File: src/rtl/tbil_pkg.sv
package tbil_pkg;

  // timing: core clock and the reference core rate the ratios refer to
  localparam int unsigned CORE_HZ          = 10_000_000;
  localparam int unsigned REF_CORE_KHZ     = 400_000;
  localparam int unsigned QSPI_SCLK_KHZ    = 50_000;
  localparam int unsigned SPIM_SCLK_KHZ    = 2_500;
  localparam int unsigned BOOT_DELAY_NS    = 15_000;
  localparam int unsigned LINK_EN_NS       = 2_000;
  localparam int unsigned CORE_PERIOD_NS   = 1_000_000_000 / CORE_HZ;
  // least times round up
  localparam int unsigned BOOT_DELAY_CYC   =
    (BOOT_DELAY_NS + CORE_PERIOD_NS - 1) / CORE_PERIOD_NS;
  localparam int unsigned LINK_EN_CYC      =
    (LINK_EN_NS + CORE_PERIOD_NS - 1) / CORE_PERIOD_NS;
  // sclk keeps the same ratio to the core clock as at the reference rate
  localparam int unsigned QSPI_HALF_CYC    = REF_CORE_KHZ / QSPI_SCLK_KHZ / 2;
  localparam int unsigned SPIM_HALF_CYC    = REF_CORE_KHZ / SPIM_SCLK_KHZ / 2;
  localparam int unsigned LINK_TX_GAP_CYC  = 8;

  // image format
  localparam logic [31:0] CRC_SKIP         = 32'h0D15AB1E;
  localparam logic [31:0] CRC_POLY         = 32'hEDB88320;
  localparam logic [31:0] CRC_INIT         = 32'hFFFFFFFF;
  localparam logic [31:0] NULL_CHAN        = 32'h0000FF02;
  localparam logic [7:0]  FLASH_READ_CMD   = 8'h03;
  localparam logic [23:0] FLASH_ADDR       = 24'h000000;
  localparam logic [7:0]  LINK_END_TOKEN   = 8'h01;
  localparam int unsigned TOKEN_BITS       = 9;
  localparam int unsigned SECURE_BOOT_BIT  = 5;
  localparam logic [15:0] OTP_BASE         = 16'h0000;
  localparam logic [31:0] RAM_BASE         = 32'h00000000;

  typedef enum logic [4:0] {
    SRC_QSPI = 5'b00001,
    SRC_SPIM = 5'b00010,
    SRC_SPIS = 5'b00100,
    SRC_LINK = 5'b01000,
    SRC_OTP  = 5'b10000
  } tbil_src_t;

  typedef struct packed {
    logic       qspi;      // select, four data lines, clock
    logic       spim;      // miso, select, clock, mosi
    logic       spis;      // select, clock, mosi
    logic [3:0] link_set;  // one bit per link strap code 100..111
    logic       link_5w;   // link wires per direction: 0 two, 1 five
  } tbil_pin_en_t;

  typedef struct packed {
    logic        we;
    logic [29:0] addr;
    logic [31:0] data;
  } tbil_ram_wr_t;

endpackage

File: src/rtl/tbil_loader.sv
module tbil_loader #(
  parameter int unsigned ADDR_W = 16
) (
  input  wire logic        core_clk_i,        // core clock
  input  wire logic        srst_i,            // sync reset, high
  input  wire logic        chip_rst_n_i,      // chip reset pin, low
  input  wire logic [2:0]  boot_mode_strap_i, // strap pins 2..0
  input  wire logic [31:0] security_reg_i,    // security register
  input  wire logic        flash_miso_i,      // spi master data in
  input  wire logic [3:0]  quad_data_lines_i, // quad data pins in
  input  wire logic        spis_ss_n_i,       // slave select pin
  input  wire logic        spis_sclk_i,       // slave clock pin
  input  wire logic        spis_mosi_i,       // slave data pin
  input  wire logic [1:0]  link_rx_i,         // link receive wires
  input  wire logic [31:0] otp_data_i,        // otp read word
  input  wire logic        otp_valid_i,       // otp word valid
  output logic             gpio_pulldown_o,   // pull-downs on all gpio
  output logic             link_pulldown_o,   // pull-downs on link pins
  output tbil_pkg::tbil_pin_en_t pin_en_o,    // enabled boot pins
  output tbil_pkg::tbil_src_t    boot_src_o,  // chosen boot source
  output logic             flash_ss_n_o,      // flash select
  output logic             flash_sclk_o,      // flash clock
  output logic             flash_mosi_o,      // spi master data out
  output logic [3:0]       quad_data_lines_o, // quad data pins out
  output logic [3:0]       quad_data_lines_oe_o, // quad drive enable
  output logic [1:0]       link_tx_o,         // link transmit wires
  output logic             chanend0_alloc_o,  // channel end 0 in use
  output logic [31:0]      ack_chan_o,        // acknowledge channel
  output logic             otp_rd_o,          // otp read strobe
  output logic [15:0]      otp_addr_o,        // otp word address
  output tbil_pkg::tbil_ram_wr_t ram_wr_o,    // ram write port
  output logic             run_o,             // program started
  output logic [31:0]      exec_addr_o,       // start address
  output logic             crc_fail_o         // image rejected
);

  if (ADDR_W < 1 || ADDR_W > 30)
  begin : g_chk
    $error("ADDR_W must lie in 1..30");
  end

  typedef enum logic [5:0] {
    ST_RESET = 6'b000001,
    ST_DELAY = 6'b000010,
    ST_CMD   = 6'b000100,
    ST_LOAD  = 6'b001000,
    ST_RUN   = 6'b010000,
    ST_FAIL  = 6'b100000
  } tbil_state_t;

  typedef enum logic [6:0] {
    PH_ACK   = 7'b0000001,
    PH_LEN   = 7'b0000010,
    PH_PROG  = 7'b0000100,
    PH_CRC   = 7'b0001000,
    PH_END   = 7'b0010000,
    PH_TX    = 7'b0100000,
    PH_DONE  = 7'b1000000
  } tbil_phase_t;

  localparam int unsigned SYNC_W = 14;

  function automatic tbil_pkg::tbil_src_t decode_src(input logic [2:0]  s,
                                                     input logic [31:0] sec);
    if (sec[tbil_pkg::SECURE_BOOT_BIT])
      return tbil_pkg::SRC_OTP;
    else if (s[2])
      return tbil_pkg::SRC_LINK;
    else if (s[1])
      return tbil_pkg::SRC_SPIS;
    else if (s[0])
      return tbil_pkg::SRC_SPIM;
    else
      return tbil_pkg::SRC_QSPI;
  endfunction

  // two-stage synchronisers for every pin input
  logic [SYNC_W-1:0] sync_a;
  logic [SYNC_W-1:0] sync_b;
  always_ff @(posedge core_clk_i)
  begin
    sync_a <= {chip_rst_n_i, boot_mode_strap_i, quad_data_lines_i,
               flash_miso_i, spis_ss_n_i, spis_sclk_i, spis_mosi_i,
               link_rx_i};
    sync_b <= sync_a;
  end

  logic       rst_n_s;
  logic [2:0] strap_s;
  logic [3:0] quad_s;
  logic       miso_s;
  logic       ss_n_s;
  logic       sclk_s;
  logic       mosi_s;
  logic [1:0] rx_s;
  assign {rst_n_s, strap_s, quad_s, miso_s, ss_n_s, sclk_s, mosi_s, rx_s}
    = sync_b;

  tbil_state_t         state;
  tbil_phase_t         phase;
  tbil_pkg::tbil_src_t src;
  logic [15:0] dly_cnt;
  logic        load_ok;
  logic        load_bad;
  logic        is_master;
  assign is_master = (src == tbil_pkg::SRC_QSPI) ||
                     (src == tbil_pkg::SRC_SPIM);
  assign boot_src_o = src;

  // strap and security decode taken once, in the reset state;
  // link set latched too, the strap pins may turn into gpio later
  logic [1:0] link_sel;
  always_ff @(posedge core_clk_i)
  begin
    if (srst_i)
    begin
      src      <= tbil_pkg::SRC_QSPI;
      link_sel <= 2'b00;
    end
    else if (state == ST_RESET && rst_n_s)
    begin
      src      <= decode_src(strap_s, security_reg_i);
      link_sel <= strap_s[1:0];
    end
  end

  logic [31:0] cmd_sr;
  logic [4:0]  cmd_cnt;
  logic [7:0]  half_cnt;
  logic        sclk_rise;
  logic        sclk_fall;

  always_ff @(posedge core_clk_i)
  begin
    if (srst_i || !rst_n_s)
      state <= ST_RESET;
    else
    begin
      unique case (state)
        ST_RESET: state <= ST_DELAY;
        ST_DELAY:
          if (dly_cnt == 16'(tbil_pkg::BOOT_DELAY_CYC - 1))
            state <= is_master ? ST_CMD : ST_LOAD;
        ST_CMD:
          if (sclk_fall && cmd_cnt == 5'h1F)
            state <= ST_LOAD;
        ST_LOAD:
          if (load_ok)
            state <= ST_RUN;
          else if (load_bad)
            state <= ST_FAIL;
        ST_RUN:  state <= ST_RUN;
        ST_FAIL: state <= ST_FAIL;
      endcase
    end
  end

  // one counter serves the boot delay and the link enable delay
  always_ff @(posedge core_clk_i)
  begin
    if (srst_i || state == ST_RESET || (state == ST_DELAY &&
        dly_cnt == 16'(tbil_pkg::BOOT_DELAY_CYC - 1)))
      dly_cnt <= 16'h0000;
    else if (dly_cnt != 16'hFFFF)
      dly_cnt <= dly_cnt + 16'h0001;
  end

  logic link_up;
  assign link_up = (src == tbil_pkg::SRC_LINK) && (state == ST_LOAD) &&
                   (dly_cnt >= 16'(tbil_pkg::LINK_EN_CYC));

  always_ff @(posedge core_clk_i)
  begin
    if (srst_i || state == ST_RESET)
    begin
      gpio_pulldown_o <= 1'b1;
      link_pulldown_o <= 1'b1;
      pin_en_o        <= '0;
    end
    else
    begin
      gpio_pulldown_o <= 1'b0;
      // fixed pin sets, nothing here is software reachable
      pin_en_o.qspi <= (src == tbil_pkg::SRC_QSPI);
      pin_en_o.spim <= (src == tbil_pkg::SRC_SPIM);
      pin_en_o.spis <= (src == tbil_pkg::SRC_SPIS);
      if (link_up)
      begin
        link_pulldown_o   <= 1'b0;
        pin_en_o.link_set <= 4'h1 << link_sel;
        pin_en_o.link_5w  <= (link_sel != 2'b00);
      end
    end
  end

  // flash master clock: mode 0, idle low, sample on rise
  logic [7:0] half_max;
  assign half_max = (src == tbil_pkg::SRC_QSPI) ?
                    8'(tbil_pkg::QSPI_HALF_CYC - 1) :
                    8'(tbil_pkg::SPIM_HALF_CYC - 1);
  logic spi_active;
  assign spi_active = is_master && (state == ST_CMD ||
                      (state == ST_LOAD && phase != PH_DONE));
  assign sclk_rise = spi_active && half_cnt == half_max && !flash_sclk_o;
  assign sclk_fall = spi_active && half_cnt == half_max && flash_sclk_o;

  always_ff @(posedge core_clk_i)
  begin
    if (srst_i || !spi_active)
    begin
      half_cnt     <= 8'h00;
      flash_sclk_o <= 1'b0;
    end
    else if (half_cnt == half_max)
    begin
      half_cnt     <= 8'h00;
      flash_sclk_o <= !flash_sclk_o;
    end
    else
      half_cnt <= half_cnt + 8'h01;
  end

  // read command then address, shifted out on the falling edge
  always_ff @(posedge core_clk_i)
  begin
    if (srst_i || state == ST_DELAY)
    begin
      cmd_sr  <= {tbil_pkg::FLASH_READ_CMD,
                  tbil_pkg::FLASH_ADDR};
      cmd_cnt <= 5'h00;
    end
    else if (state == ST_CMD && sclk_fall)
    begin
      cmd_sr  <= {cmd_sr[30:0], 1'b0};
      cmd_cnt <= cmd_cnt + 5'h01;
    end
  end

  always_ff @(posedge core_clk_i)
  begin
    if (srst_i)
    begin
      flash_ss_n_o         <= 1'b1;
      flash_mosi_o         <= 1'b0;
      quad_data_lines_o    <= 4'h0;
      quad_data_lines_oe_o <= 4'h0;
    end
    else
    begin
      flash_ss_n_o <= !spi_active;
      flash_mosi_o <= (src == tbil_pkg::SRC_SPIM) && state == ST_CMD &&
                      cmd_sr[31];
      // command goes out on line 0, the lines turn round for data
      quad_data_lines_o    <= {3'h0, (state == ST_CMD) && cmd_sr[31]};
      quad_data_lines_oe_o <= {3'h0, (src == tbil_pkg::SRC_QSPI) &&
                               state == ST_CMD};
    end
  end

  // byte capture from whichever source is active
  logic       sclk_q;
  logic [1:0] rx_q;
  logic [7:0] rx_sr;
  logic [2:0] rx_cnt;
  logic [8:0] tok_sr;
  logic [3:0] tok_cnt;
  logic [31:0] otp_word;
  logic [2:0] otp_left;
  logic       otp_wait;
  logic       byte_vld;
  logic [7:0] byte_q;
  logic       end_tok;
  logic       slave_rise;
  logic       rx_bit_vld;
  logic       rx_bit;
  logic [8:0] tok_next;
  logic       want_bytes;
  assign want_bytes = (state == ST_LOAD) && phase != PH_TX &&
                      phase != PH_DONE;
  assign slave_rise = sclk_s && !sclk_q && !ss_n_s; // both modes sample on rise
  assign rx_bit_vld = link_up && ((rx_s ^ rx_q) == 2'b01 ||
                                  (rx_s ^ rx_q) == 2'b10);
  assign rx_bit     = (rx_s ^ rx_q) == 2'b10;
  assign tok_next   = {rx_bit, tok_sr[8:1]};

  always_ff @(posedge core_clk_i)
  begin
    sclk_q <= sclk_s;
    // wires held low by the partner until traffic starts
    rx_q   <= link_up ? rx_s : 2'b00;
  end

  always_ff @(posedge core_clk_i)
  begin
    byte_vld <= 1'b0;
    end_tok  <= 1'b0;
    otp_rd_o <= 1'b0;
    if (srst_i || state == ST_RESET)
    begin
      rx_sr      <= 8'h00;
      rx_cnt     <= 3'h0;
      tok_sr     <= 9'h000;
      tok_cnt    <= 4'h0;
      otp_word   <= 32'h00000000;
      otp_left   <= 3'h0;
      otp_wait   <= 1'b0;
      otp_addr_o <= tbil_pkg::OTP_BASE;
      byte_q     <= 8'h00;
    end
    else if (want_bytes)
    begin
      unique case (src)
        tbil_pkg::SRC_SPIM:
          if (sclk_rise)
          begin
            rx_sr  <= {miso_s, rx_sr[7:1]};
            rx_cnt <= rx_cnt + 3'h1;
            byte_q <= {miso_s, rx_sr[7:1]};
            byte_vld <= (rx_cnt == 3'h7);
          end
        tbil_pkg::SRC_QSPI:
          if (sclk_rise)
          begin
            rx_sr  <= {quad_s, rx_sr[7:4]};
            rx_cnt <= {2'b00, !rx_cnt[0]};
            byte_q <= {quad_s, rx_sr[7:4]};
            byte_vld <= rx_cnt[0];
          end
        tbil_pkg::SRC_SPIS:
          if (ss_n_s)
            rx_cnt <= 3'h0; // deselect drops a partial byte
          else if (slave_rise)
          begin
            rx_sr  <= {mosi_s, rx_sr[7:1]};
            rx_cnt <= rx_cnt + 3'h1;
            byte_q <= {mosi_s, rx_sr[7:1]};
            byte_vld <= (rx_cnt == 3'h7);
          end
        tbil_pkg::SRC_LINK:
          if (rx_bit_vld)
          begin
            // token: control flag first, then eight data bits lsb first
            tok_sr <= tok_next;
            if (tok_cnt == 4'(tbil_pkg::TOKEN_BITS - 1))
            begin
              tok_cnt  <= 4'h0;
              byte_q   <= tok_next[8:1];
              byte_vld <= !tok_next[0];
              end_tok  <= tok_next[0] &&
                          tok_next[8:1] == tbil_pkg::LINK_END_TOKEN;
            end
            else
              tok_cnt <= tok_cnt + 4'h1;
          end
        tbil_pkg::SRC_OTP:
          if (otp_left != 3'h0)
          begin
            byte_q   <= otp_word[7:0];
            otp_word <= {8'h00, otp_word[31:8]};
            otp_left <= otp_left - 3'h1;
            byte_vld <= 1'b1;
          end
          else if (otp_wait)
          begin
            if (otp_valid_i)
            begin
              otp_word   <= otp_data_i;
              otp_left   <= 3'h4;
              otp_wait   <= 1'b0;
              otp_addr_o <= otp_addr_o + 16'h0001;
            end
          end
          else
          begin
            otp_rd_o <= 1'b1;
            otp_wait <= 1'b1;
          end
      endcase
    end
  end

  // word assembly, crc, ram writes and the link tail
  logic [31:0] word_sr;
  logic [1:0]  wb_cnt;
  logic [31:0] word_w;
  logic [31:0] prog_len;
  logic [31:0] prog_cnt;
  logic [31:0] crc_q;
  logic        crc_en;
  logic [8:0]  tx_sr;
  logic [3:0]  tx_cnt;
  logic [3:0]  tx_gap;
  assign word_w = {byte_q, word_sr[31:8]};
  assign crc_en = byte_vld && (phase == PH_LEN || phase == PH_PROG);

  tbil_crc32 u_crc (
    .core_clk_i (core_clk_i),
    .srst_i     (srst_i),
    .init_i     (state == ST_DELAY),
    .en_i       (crc_en),
    .byte_i     (byte_q),
    .crc_o      (crc_q)
  );

  always_ff @(posedge core_clk_i)
  begin
    load_ok     <= 1'b0;
    load_bad    <= 1'b0;
    ram_wr_o.we <= 1'b0;
    if (srst_i || state == ST_RESET)
    begin
      phase            <= PH_LEN;
      word_sr          <= 32'h00000000;
      wb_cnt           <= 2'h0;
      prog_len         <= 32'h00000000;
      prog_cnt         <= 32'h00000000;
      ack_chan_o       <= tbil_pkg::NULL_CHAN;
      chanend0_alloc_o <= 1'b0;
      crc_fail_o       <= 1'b0;
      ram_wr_o.addr    <= 30'h00000000;
      ram_wr_o.data    <= 32'h00000000;
      link_tx_o        <= 2'b00;
      tx_sr            <= {tbil_pkg::LINK_END_TOKEN, 1'b1};
      tx_cnt           <= 4'h0;
      tx_gap           <= 4'h0;
    end
    else if (state == ST_DELAY && src == tbil_pkg::SRC_LINK)
    begin
      phase            <= PH_ACK;
      chanend0_alloc_o <= 1'b1;
    end
    else if (byte_vld && want_bytes)
    begin
      word_sr <= word_w;
      wb_cnt  <= wb_cnt + 2'h1;
      if (wb_cnt == 2'h3)
      begin
        unique case (phase)
          PH_ACK:
          begin
            ack_chan_o <= word_w;
            phase      <= PH_LEN;
          end
          PH_LEN:
          begin
            prog_len <= word_w;
            prog_cnt <= 32'h00000000;
            phase    <= (word_w == 32'h00000000) ? PH_CRC : PH_PROG;
          end
          PH_PROG:
          begin
            ram_wr_o.we   <= 1'b1;
            ram_wr_o.addr <= 30'(tbil_pkg::RAM_BASE[31:2] +
                                 {{(32-ADDR_W){1'b0}},
                                  prog_cnt[ADDR_W-1:0]});
            ram_wr_o.data <= word_w;
            prog_cnt      <= prog_cnt + 32'h00000001;
            if (prog_cnt == prog_len - 32'h00000001)
              phase <= PH_CRC;
          end
          PH_CRC:
          begin
            crc_fail_o <= !(word_w == tbil_pkg::CRC_SKIP ||
                            word_w == ~crc_q);
            if (src == tbil_pkg::SRC_LINK)
              phase <= PH_END;
            else
            begin
              phase    <= PH_DONE;
              load_ok  <= (word_w == tbil_pkg::CRC_SKIP || word_w == ~crc_q);
              load_bad <= !(word_w == tbil_pkg::CRC_SKIP ||
                            word_w == ~crc_q);
            end
          end
          default: phase <= phase;
        endcase
      end
    end
    else if (phase == PH_END && end_tok)
      phase <= (ack_chan_o == tbil_pkg::NULL_CHAN) ? PH_DONE :
               PH_TX;
    else if (phase == PH_TX)
    begin
      // end token toward the ack channel, one wire toggle per bit
      if (tx_gap != 4'(tbil_pkg::LINK_TX_GAP_CYC - 1))
        tx_gap <= tx_gap + 4'h1;
      else
      begin
        tx_gap    <= 4'h0;
        link_tx_o <= link_tx_o ^ (tx_sr[0] ? 2'b10 : 2'b01);
        tx_sr     <= {1'b0, tx_sr[8:1]};
        tx_cnt    <= tx_cnt + 4'h1;
        if (tx_cnt == 4'(tbil_pkg::TOKEN_BITS - 1))
          phase <= PH_DONE;
      end
    end
    else if (phase == PH_DONE && src == tbil_pkg::SRC_LINK &&
             chanend0_alloc_o)
    begin
      chanend0_alloc_o <= 1'b0;
      load_ok          <= !crc_fail_o;
      load_bad         <= crc_fail_o;
    end
  end

  always_ff @(posedge core_clk_i)
  begin
    if (srst_i || state != ST_RUN)
    begin
      run_o       <= 1'b0;
      exec_addr_o <= 32'h00000000;
    end
    else
    begin
      run_o       <= 1'b1;
      exec_addr_o <= tbil_pkg::RAM_BASE;
    end
  end

endmodule

File: src/rtl/tbil_crc32.sv
module tbil_crc32 (
  input  wire logic       core_clk_i, // core clock
  input  wire logic       srst_i,     // sync reset
  input  wire logic       init_i,     // preset the register
  input  wire logic       en_i,       // fold one byte in
  input  wire logic [7:0] byte_i,     // byte to fold
  output logic      [31:0] crc_o      // running register, not inverted
);

  function automatic logic [31:0] crc_step(input logic [31:0] c,
                                           input logic [7:0]  b);
    logic [31:0] r;
    r = c ^ {24'h000000, b};
    for (int i = 0; i < 8; i++)
    begin
      r = r[0] ? ((r >> 1) ^ tbil_pkg::CRC_POLY) : (r >> 1);
    end
    return r;
  endfunction

  always_ff @(posedge core_clk_i)
  begin
    if (srst_i || init_i)
      crc_o <= tbil_pkg::CRC_INIT;
    else if (en_i)
      crc_o <= crc_step(crc_o, byte_i);
  end

endmodule

File: config.mk
export PLATFORM = sky130hd
export DESIGN_NAME = tbil_loader
export DESIGN_NICKNAME = d
export VERILOG_FILES = /design/src/rtl/tbil_pkg.sv /design/src/rtl/tbil_loader.sv /design/src/rtl/tbil_crc32.sv
export SDC_FILE = /design/constraint.sdc
export NUM_CORES = 1
export LEC_CHECK = 0
export BUFFER_PORTS_ARGS = -buffer_cell sky130_fd_sc_hd__buf_2
export CAP_MARGIN = 25
export CORE_MARGIN = 2
export CORE_UTILIZATION = 32
export DETAILED_ROUTE_END_ITERATION = 12
export SYNTH_ARGS = -nofsm -noshare
export SYNTH_HDL_FRONTEND = slang
export SYNTH_HIERARCHICAL = 1
export SYNTH_SLANG_ARGS = --single-unit
File: constraint.sdc
create_clock -name core_clk_i -period 3.78 [get_ports core_clk_i]
set_input_delay 0.189 -clock core_clk_i [delete_from_list [all_inputs] [get_ports core_clk_i]]
set_output_delay 0.189 -clock core_clk_i [all_outputs]
set_load 0.02 [all_outputs]
=== After elaboration in Yosys (flattened, before gate mapping) ===
Cells that the tools add are included.

* Register bits: 424
* Bits of input ports: 81
* Output and inout bits: 175
* Logic and storage cells: 325

* Add/subtract/negate cells: 12
* $lt $le $gt $ge: 1
* Eq/ne operators: 59
* Shift-type cells: 1
* Mux-type cells: 88
* Bitwise gates (word level): 23
* Reduce and logical (&&, ||, !) cells: 84

{| class="wikitable"
|+ Operator list
! operator !! number
|-
| 32-bit 2-to-1 mux || 11
|-
| 13-bit inverter with 14-bit output || 8
|-
| 7-bit 2-to-1 mux || 10
|-
| 32-bit == test || 2
|-
| 32-bit case mux with 2 select lines || 1
|-
| 63-bit 2-to-1 mux || 1
|-
| 8-bit 2-to-1 mux || 7
|-
| 8-bit case mux with 5 select lines || 1
|-
| 6-bit case mux with 6 select lines || 1
|-
| 16-bit by 1-bit adder with 16-bit output (second input constant) || 2
|-
| 32-bit by 1-bit adder with 32-bit output (second input constant) || 1
|-
| 32-bit by 16-bit == test with 1-bit output (second input constant) || 1
|-
| 32-bit by 28-bit == test with 1-bit output (second input constant) || 1
|-
| 32-bit logical NOT || 1
|-
| 32-bit inverter || 1
|-
| 4-bit AND reduction || 8
|-
| 32-bit by 1-bit subtractor with 32-bit output (second input constant) || 1
|-
| 32-bit by 8-bit bitwise XOR with 32-bit output || 1
|-
| 1-bit 2-to-1 mux || 31
|-
| 7-bit case mux with 4 select lines || 1
|-
| 1-bit logical AND || 27
|-
| 3-bit 2-to-1 mux || 8
|-
| 6-bit 2-to-1 mux || 4
|-
| 2-bit != test (second input constant) || 12
|-
| other kinds (65) || 126
|}

=== Longest topological paths before layout ===
Gate-level depths: netlist of run 1.

* Depth in word-level cells: 17
* Mapped depth: 11
* Gate-level depth less buffers: 10

=== Cells and area by module ===
The synthesis of run 1 kept the hierarchy.

{| class="wikitable"
|+ Modules (own cells, without submodules)
! module !! times used !! cells each !! area each (µm²) !! seq. area each (µm²)
|-
| tbil_loader || 1 || 2040 || 16813.6 || 7527.2
|-
| tbil_crc32 || 1 || 196 || 1923.1 || 640.6
|}

=== Least setup slack after synthesis of run 1 ===
OpenSTA, ideal clock, no wires.

* Kind: reg-to-reg
* From: reg prog_len[0]
* To: reg phase[5]
* Arrival time: 2821 ps
* Required time: 3664 ps
* Path slack: 842 ps
* Cell stages (with the launch flop): 12
* Buffers on the path: 1
* Clock period less this slack: 2938 ps
* Path through: dfxtp_1 -> inv_1 -> ha_1 -> or4b_1 -> buf_2 -> or3_4 -> or4_4 -> a22oi_2 -> o211ai_2 -> nor4_4 -> o31ai_2 -> a41o_1

* Word-level cells in the longest chain between the ends: 4

{| class="wikitable"
|+ Ends and longest elaborated chain
! element !! line !! source
|-
| from (decl) || tbil_loader.sv:386 || <nowiki>logic [31:0] prog_len;</nowiki>
|-
| from (signal assigned) || tbil_loader.sv:446 || <nowiki>prog_len <= word_w;</nowiki>
|-
| 32-bit by 1-bit subtractor with 32-bit output || tbil_loader.sv:458 || <nowiki>if (prog_cnt == prog_len - 32'h00000001)</nowiki>
|-
| 32-bit == test || tbil_loader.sv:458 ||
|-
| 3-bit by 2-bit != test with 1-bit output (no source line) || -- ||
|-
| 6-bit AND reduction (no source line) || -- ||
|-
| to (signal assigned) || tbil_loader.sv:448 || <nowiki>phase <= (word_w == 32'h00000000) ? PH_CRC : PH_PROG;</nowiki>
|-
| to (signal assigned) || tbil_loader.sv:475 || <nowiki>default: phase <= phase;</nowiki>
|-
| to (signal assigned) || tbil_loader.sv:480 || <nowiki>phase <= (ack_chan_o == tbil_pkg::NULL_CHAN) ? PH_DONE :</nowiki>
|-
| to (decl) || tbil_loader.sv:100 || <nowiki>tbil_phase_t phase;</nowiki>
|}

No other way between the ends.
A chain may end at the register's enable or synchronous reset.

=== Final worst setup path of run 1 ===
Ends and elaborated chain as after synthesis.

==> results.txt, run 1 <==
RR Startpoint -> prog_len[0]$_SDFFE_PP0P_
RSZ-0062 raised after global routing -> false
CP Capture Type -> register
Pwr per Cell Area -> 412.9 nW/µm²
Max Slew Vio Count -> 0
Initial Util -> 32.41%
Die Y -> 246.0 µm
status -> finished clean
CTS Buf Count -> 44
Worst Reg-to-Reg Cells -> 10
gp weighted congestion -> 0.8826
synthesized area per cell -> 8.380 µm²
Seq/Total Area, Yosys -> 43.59%
first-pass GRT wire length -> 84130 µm
r2r setup slk -> 390 ps
fin crit share -> 89.77%
worst-path cell chain -> inv_1 -> ha_1 -> or4b_1 -> nor4_1 -> o22ai_1 -> a2111oi_0 -> nand4_1 -> nor4_4 -> o31ai_2 -> a41o_1
dpl ws -> 442.2 ps
Post-CTS Hold Fix Bufs -> 44
fin crit period -> 3393 ps
Routed WL per cell -> 16.66 µm
Critical Path Max Stage Delay -> 650 ps
Post-DRT Antenna Nets -> 0
most common cell in the netlist -> dfxtp_1
Post-synth ARST share -> 0%
largest cells by area after synthesis -> dfxtp_1 (44%), nand2_1 (8.1%), xnor2_1 (6.0%)
final net count -> 2486
number of synthesized flops with an enable pin -> 0
Post-synth top cells -> dfxtp_1 (408), nand2_1 (404), nor2_1 (228)
core area -> 57810 µm²
die footprint -> 60500 µm²
Post-synth top flop -> dfxtp_1
CTS root buffer -> clkbuf_16
top cell type's share of synthesized area -> 43.59%
drt drc -> 0
Slew @ Worst Pin -> 871.9 ps
setup TNS -> 0 ps
Die Wd -> 246.0 µm
Hold Path Class -> in2reg
crit path launch type -> register
Post-DP HPWL -> 37610 µm
WL final -> 53050 µm
cell taking the most area after synthesis -> dfxtp_1
Ys Warns -> 6
share of cells above drive strength 1 -> 13.77%
skew final -> 22.54 ps
fmax -> 294.7 MHz
vias in the first global route -> 15291
max cap viols -> 0
TritonCTS clock tree -> built
Yosys reg bits -> 408
GRT Resource Usage Total -> 17.35%
Top-Level Pins -> 256
cells after synthesis -> 2236
clk_lat worst skew -> 580 ps
clk sinks -> 408
critical path fanouts, max -> 10
crit path kind -> reg2reg
PnR worst setup slack -> 386.8 ps
final hold violation count -> 0
row count -> 88
largest net degree at the start of global routing -> 97
first-pass detailed-route iteration total -> 5
Vias -> 15908
Slew headroom -> 41.34%
# fillers -> 5886
Netlist cell types -> 83
mapped cell area -> 18740 µm²
Post-CTS Setup Bufs -> 0
GRT overflow -> 0
worst hold path depth -> 3
number of vias per cell -> 4.995
# setup viols final -> 0
Required @ worst endpoint -> 4250 ps
area added between synthesis and finish -> 17.85%
Critical-path top delay cell -> or4b_1
Worst EP arrival -> 3870 ps
port bufs -> 172
Hold Crit Start -> otp_data_i[9]
H-tree Lvls -> 2
post-CTS sizing -> 0
clk buf depth -> 3
register clock-pin slew on the reported worst setup and hold paths -> 60 ps
hold path endpoint -> otp_word[9]$_SDFFE_PP0P_
initial antenna violation count -> 0
Initial DRC Count -> 1117
worst vdd ir -> 329.2 µV
leakage -> 8.417 nW
RR Endpoint -> phase[5]$_SDFFE_PP0P_
## worst max-delay path by stage
| stage | start | to | slack, ps |
|---|---|---|---|
| floorplan | prog_len[0]$_SDFFE_PP0P_ | phase[5]$_SDFFE_PP0P_ | 840 |
| global placement | prog_len[0]$_SDFFE_PP0P_ | phase[5]$_SDFFE_PP0P_ | 480 |
| detailed placement | prog_len[0]$_SDFFE_PP0P_ | phase[5]$_SDFFE_PP0P_ | 440 |
| CTS | prog_len[0]$_SDFFE_PP0P_ | phase[5]$_SDFFE_PP0P_ | 460 |
| global route | prog_len[0]$_SDFFE_PP0P_ | phase[5]$_SDFFE_PP0P_ | 210 |
| finish | prog_len[0]$_SDFFE_PP0P_ | phase[5]$_SDFFE_PP0P_ | 390 |
## critical path: cells and delay by family (launching register included)
kind,cells,cell delay [ps]
AND/OR/NAND/NOR,4,1640
buffers and inverters,1,80
adder cells (fa/ha/maj),1,240
AO/OA/AOI/OAI,4,990
flip-flops,1,350
## sequential cells by signal (all words and copies together) (netlist names), 5 cells and up
register,count
sync_b,14
ram_wr_o,49
byte_q,8
cmd_cnt,5
prog_cnt,32
ack_chan_o,32
otp_word,32
rx_sr,7
prog_len,32
u_crc/crc_o,32
boot_src_o,5
word_sr,24
state,6
otp_addr_o,16
pin_en_o,8
half_cnt,8
phase,7
dly_cnt,16
cmd_sr,8
tok_sr,8
sync_a,14
## power breakdown
group          total [mW]  leakage, nW  switching, mW  internal (mW)
combinational       0.313         4.38          0.214         0.0992
sequential           4.34         3.30         0.0172           4.32
clock                4.46        0.737           1.81           2.65
## metal layers
| layer | track usage, % | vias up | part of all wire (%) |
|---|---|---|---|
| met5 | 0 | - | 0 |
| met4 | 6.150 | 0 | 2.9 |
| met3 | 2.996 | 96 | 5.4 |
| met2 | 29.48 | 412 | 49 |
| met1 | 22.00 | 7599 | 43 |
| li1 | - | 7801 | - |
## through the flow
step / instances / utilization (%) / total power [mW] / area (µm²) / hold WS (ps)
6_report: 3185 / 38.20 / 9.116 / 22080 / 25.40
5_1_grt: 3184 / 38.19 / 9.441 / 22080 / 45.53
4_1_cts: 3184 / 38.19 / 9.217 / 22080 / 1.388
3_5_place_dp: 3061 / 34.85 / 4.710 / 20140 / 292.6
3_3_place_gp: 3061 / 34.85 / 4.706 / 20140 / 291.2
2_1_floorplan: 2287 / - / 4.658 / 18930 / 216.7
## area by class of cell
type | instances | area [µm²] | share of cell area [%]
repair buffers | 253 | 1629 | 7.378
diodes | 1 | 2.502 | 0.01133
flip-flops and latches | 408 | 8168 | 36.99
inverters | 34 | 132.6 | 0.6006
clock buffers | 56 | 1229 | 5.564
clock inverters | 23 | 266.5 | 1.207
well taps | 765 | 957.2 | 4.335
multi-input cells | 1645 | 9697 | 43.91
## layout by cell type (no fill, tap or decap), types with 50 or more instances in the layout
cell,instances
mux2i_1,50
a21oi_1,183
dfxtp_1,408
conb_1,52
nor2_1,226
nand2_1,404
nand3_1,61
buf_2,172
xnor2_1,128
xor2_1,72
## cell families (layout without fill, tap and decap cells)
logic type	after synthesis	count (layout)	share of synthesized area (%)
and+or+nand+nor	964	964	24.07
DFF	408	408	43.59
AOI/OAI and AO/OA	341	341	11.17
buffers and inverters	234	366	5.810
xor gates and xnor gates	218	218	11.35
muxes	51	51	2.731
adders and majority gates	19	19	1.269
other	1	53	0.02001
Power figures use the tool's default switching activity.
==> run 2: changes to the inputs <==
--- a/config.mk
+++ b/config.mk
@@ -7,9 +7,10 @@
 export LEC_CHECK = 0
 export BUFFER_PORTS_ARGS = -buffer_cell sky130_fd_sc_hd__buf_2
 export CAP_MARGIN = 25
-export CORE_MARGIN = 2
+export CORE_MARGIN = 3
 export CORE_UTILIZATION = 32
 export DETAILED_ROUTE_END_ITERATION = 12
+export SKIP_CTS_REPAIR_TIMING = 1
 export SYNTH_ARGS = -nofsm -noshare
 export SYNTH_HDL_FRONTEND = slang
 export SYNTH_HIERARCHICAL = 1
==> results.txt, run 2 (synthesis gave the netlist of run 1 again) <==
status -> complete, but fails checks (was finished clean)
failing checks -> negative hold slack
first-pass detailed-route iteration total -> 7 (was 5)
Layout Utilization -> 38.07% (was 38.20%)
GRT overflow -> 0 (unchanged)
row count -> 88 (unchanged)
RSZ-0062 raised after global routing -> false (unchanged)
TritonCTS clock tree -> built (unchanged)
die footprint -> 61490 µm² (was 60500 µm²)
clk_lat worst skew -> 580 ps (about the same)
# setup viols final -> 0 (unchanged)
number of vias per cell -> 4.957 (was 4.995)
Required @ worst endpoint -> 4240 ps (was 4250 ps)
H-tree Lvls -> 2 (unchanged)
Max Slew Vio Count -> 0 (unchanged)
Most flops, register -> ram_wr_o (unchanged)
fin crit period -> 3355 ps (was 3393 ps)
post-placement cell count -> 3062 (was 3061)
Post-DRT Antenna Nets -> 0 (unchanged)
gp weighted congestion -> 0.8830 (was 0.8826)
ANT cells -> 0 (was 1)
Vias -> 15757 (was 15908)
vias in the first global route -> 14592 (was 15291)
leakage -> 8.382 nW (was 8.417 nW)
most frequent cells in the layout -> dfxtp_1 (408), nand2_1 (404), nor2_1 (226) (unchanged)
clk buf depth -> 3 (unchanged)
fmax -> 298.0 MHz (was 294.7 MHz)
register clock-pin slew on the reported worst setup and hold paths -> 60 ps (about the same)
Initial DRC Count -> 1057 (was 1117)
clk sinks -> 408 (unchanged)
max cap viols -> 0 (unchanged)
Routed WL per cell -> 16.69 µm (was 16.66 µm)
Top-Level Pins -> 256 (unchanged)
# fillers -> 5902 (was 5886)
drt drc -> 0 (unchanged)
final hold slack -> -20.07 ps (was 25.40 ps)
CP Capture Type -> register (unchanged)
final hold violation count -> 4 (was 0)
area added between synthesis and finish -> 17.46% (was 17.85%)
Pwr per Cell Area -> 410.9 nW/µm² (was 412.9 nW/µm²)
Post-DP HPWL -> 37320 µm (was 37610 µm)
setup TNS -> 0 ps (unchanged)
first-pass GRT wire length -> 81190 µm (was 84130 µm)
CTS Buf Count -> 44 (unchanged)
Worst EP arrival -> 3820 ps (was 3870 ps)
Slew headroom -> 41.72% (was 41.34%)
CTS root buffer -> clkbuf_16 (unchanged)
crit path launch type -> register (unchanged)
skew final -> 22.57 ps (was 22.54 ps)
Die Wd -> 248.0 µm (was 246.0 µm)
Slew @ Worst Pin -> 866.3 ps (was 871.9 ps)
port bufs -> 172 (unchanged)
Initial Util -> 32.41% (unchanged)
critical path fanouts, max -> 10 (unchanged)
max FFs per register -> 49 (unchanged)
fin crit share -> 88.77% (was 89.77%)
worst vdd ir -> 360.0 µV (was 329.2 µV)
share of cells above drive strength 1 -> 13.79% (was 13.77%)
fin cells -> 3179 (was 3185)
initial antenna violation count -> 1 (was 0)
WL final -> 53050 µm (about the same)
GRT Resource Usage Total -> 16.64% (was 17.35%)
Die Y -> 248.0 µm (was 246.0 µm)
Hold Path Class -> in2reg (unchanged)
core area -> 57810 µm² (unchanged)
final net count -> 2481 (was 2486)
commonest non-fill, non-tap cell in the layout -> dfxtp_1 (unchanged)
largest net degree at the start of global routing -> 93 (was 97)
crit path kind -> reg2reg (unchanged)
## run 2: cell count changes in the layout (fill, tap and decap cells not counted)
cell | before | now
buf_4 | 33 | 35
bufinv_16 | 5 | 3
clkbuf_1 | 6 | 8
clkbuf_16 | 46 | 44
clkbuf_8 | 4 | 11
clkinv_2 | 12 | 7
clkinv_8 | 1 | 3
diode_2 | 1 | 0
dlygate4sd3_1 | 44 | 37
inv_6 | 3 | 1
## run 2: worst paths after layout
| check | start | end | slack, ps | cells past startpoint |
|---|---|---|---|---|
| worst max-delay path | prog_len[0]$_SDFFE_PP0P_ | phase[5]$_SDFFE_PP0P_ | 420 | 10 |
| worst min-delay path | otp_data_i[16] | otp_word[16]$_SDFFE_PP0P_ | -20 | 3 |
| worst max register to register | prog_len[0]$_SDFFE_PP0P_ | phase[5]$_SDFFE_PP0P_ | 420 | 10 |
| worst min register to register | sync_a[12]$_DFF_P_ | sync_b[12]$_DFF_P_ | 330 | 0 |
## run 2: final cells by class
| cell class | instances | area [µm²] | area share (%) |
|---|---|---|---|
| Tap cell | 765 | 957.2 | 4.349 |
| Clock buffer | 63 | 1282 | 5.827 |
| Multi-Input combinational cell | 1645 | 9697 | 44.06 |
| Inverter | 34 | 132.6 | 0.6026 |
| Clock inverter | 16 | 196.4 | 0.8926 |
| Timing Repair Buffer | 248 | 1574 | 7.152 |
| Sequential cell | 408 | 8168 | 37.11 |
## run 2: layer usage
layer	track usage [%]	routed length, µm
met5	0	0
met4	5.853	1562
met3	3.187	3099
met2	28.38	25800
met1	20.94	22590
## run 2: where the power goes
group	total, mW	leakage [nW]	internal (mW)	switching (mW)
clock network	4.40	0.722	2.57	1.82
registers	4.34	3.30	4.32	0.0174
logic	0.306	4.36	0.0945	0.211
total	9.04	8.38	6.99	2.05
## run 2: through the flow
stage | power [mW] | worst slack, ps | cell area [µm²]
floorplan | 4.658 | 842.4 | 18930
global placement | 4.707 | 490.6 | 20140
detailed placement | 4.711 | 470.8 | 20140
CTS | 9.137 | 453.7 | 21620
global route | 9.382 | 193.1 | 22010
finish | 9.044 | 424.6 | 22010
## run 2: worst max-delay path, cell delays in order (launching register included)
cell and delay [ps]:
dfxtp_1 340, inv_1 70, ha_1 240, or4b_1 650, or3_4 430, or4_4 520, a22oi_2 180, o211ai_2 120
nor4_4 330, o31ai_2 120, a41o_1 240
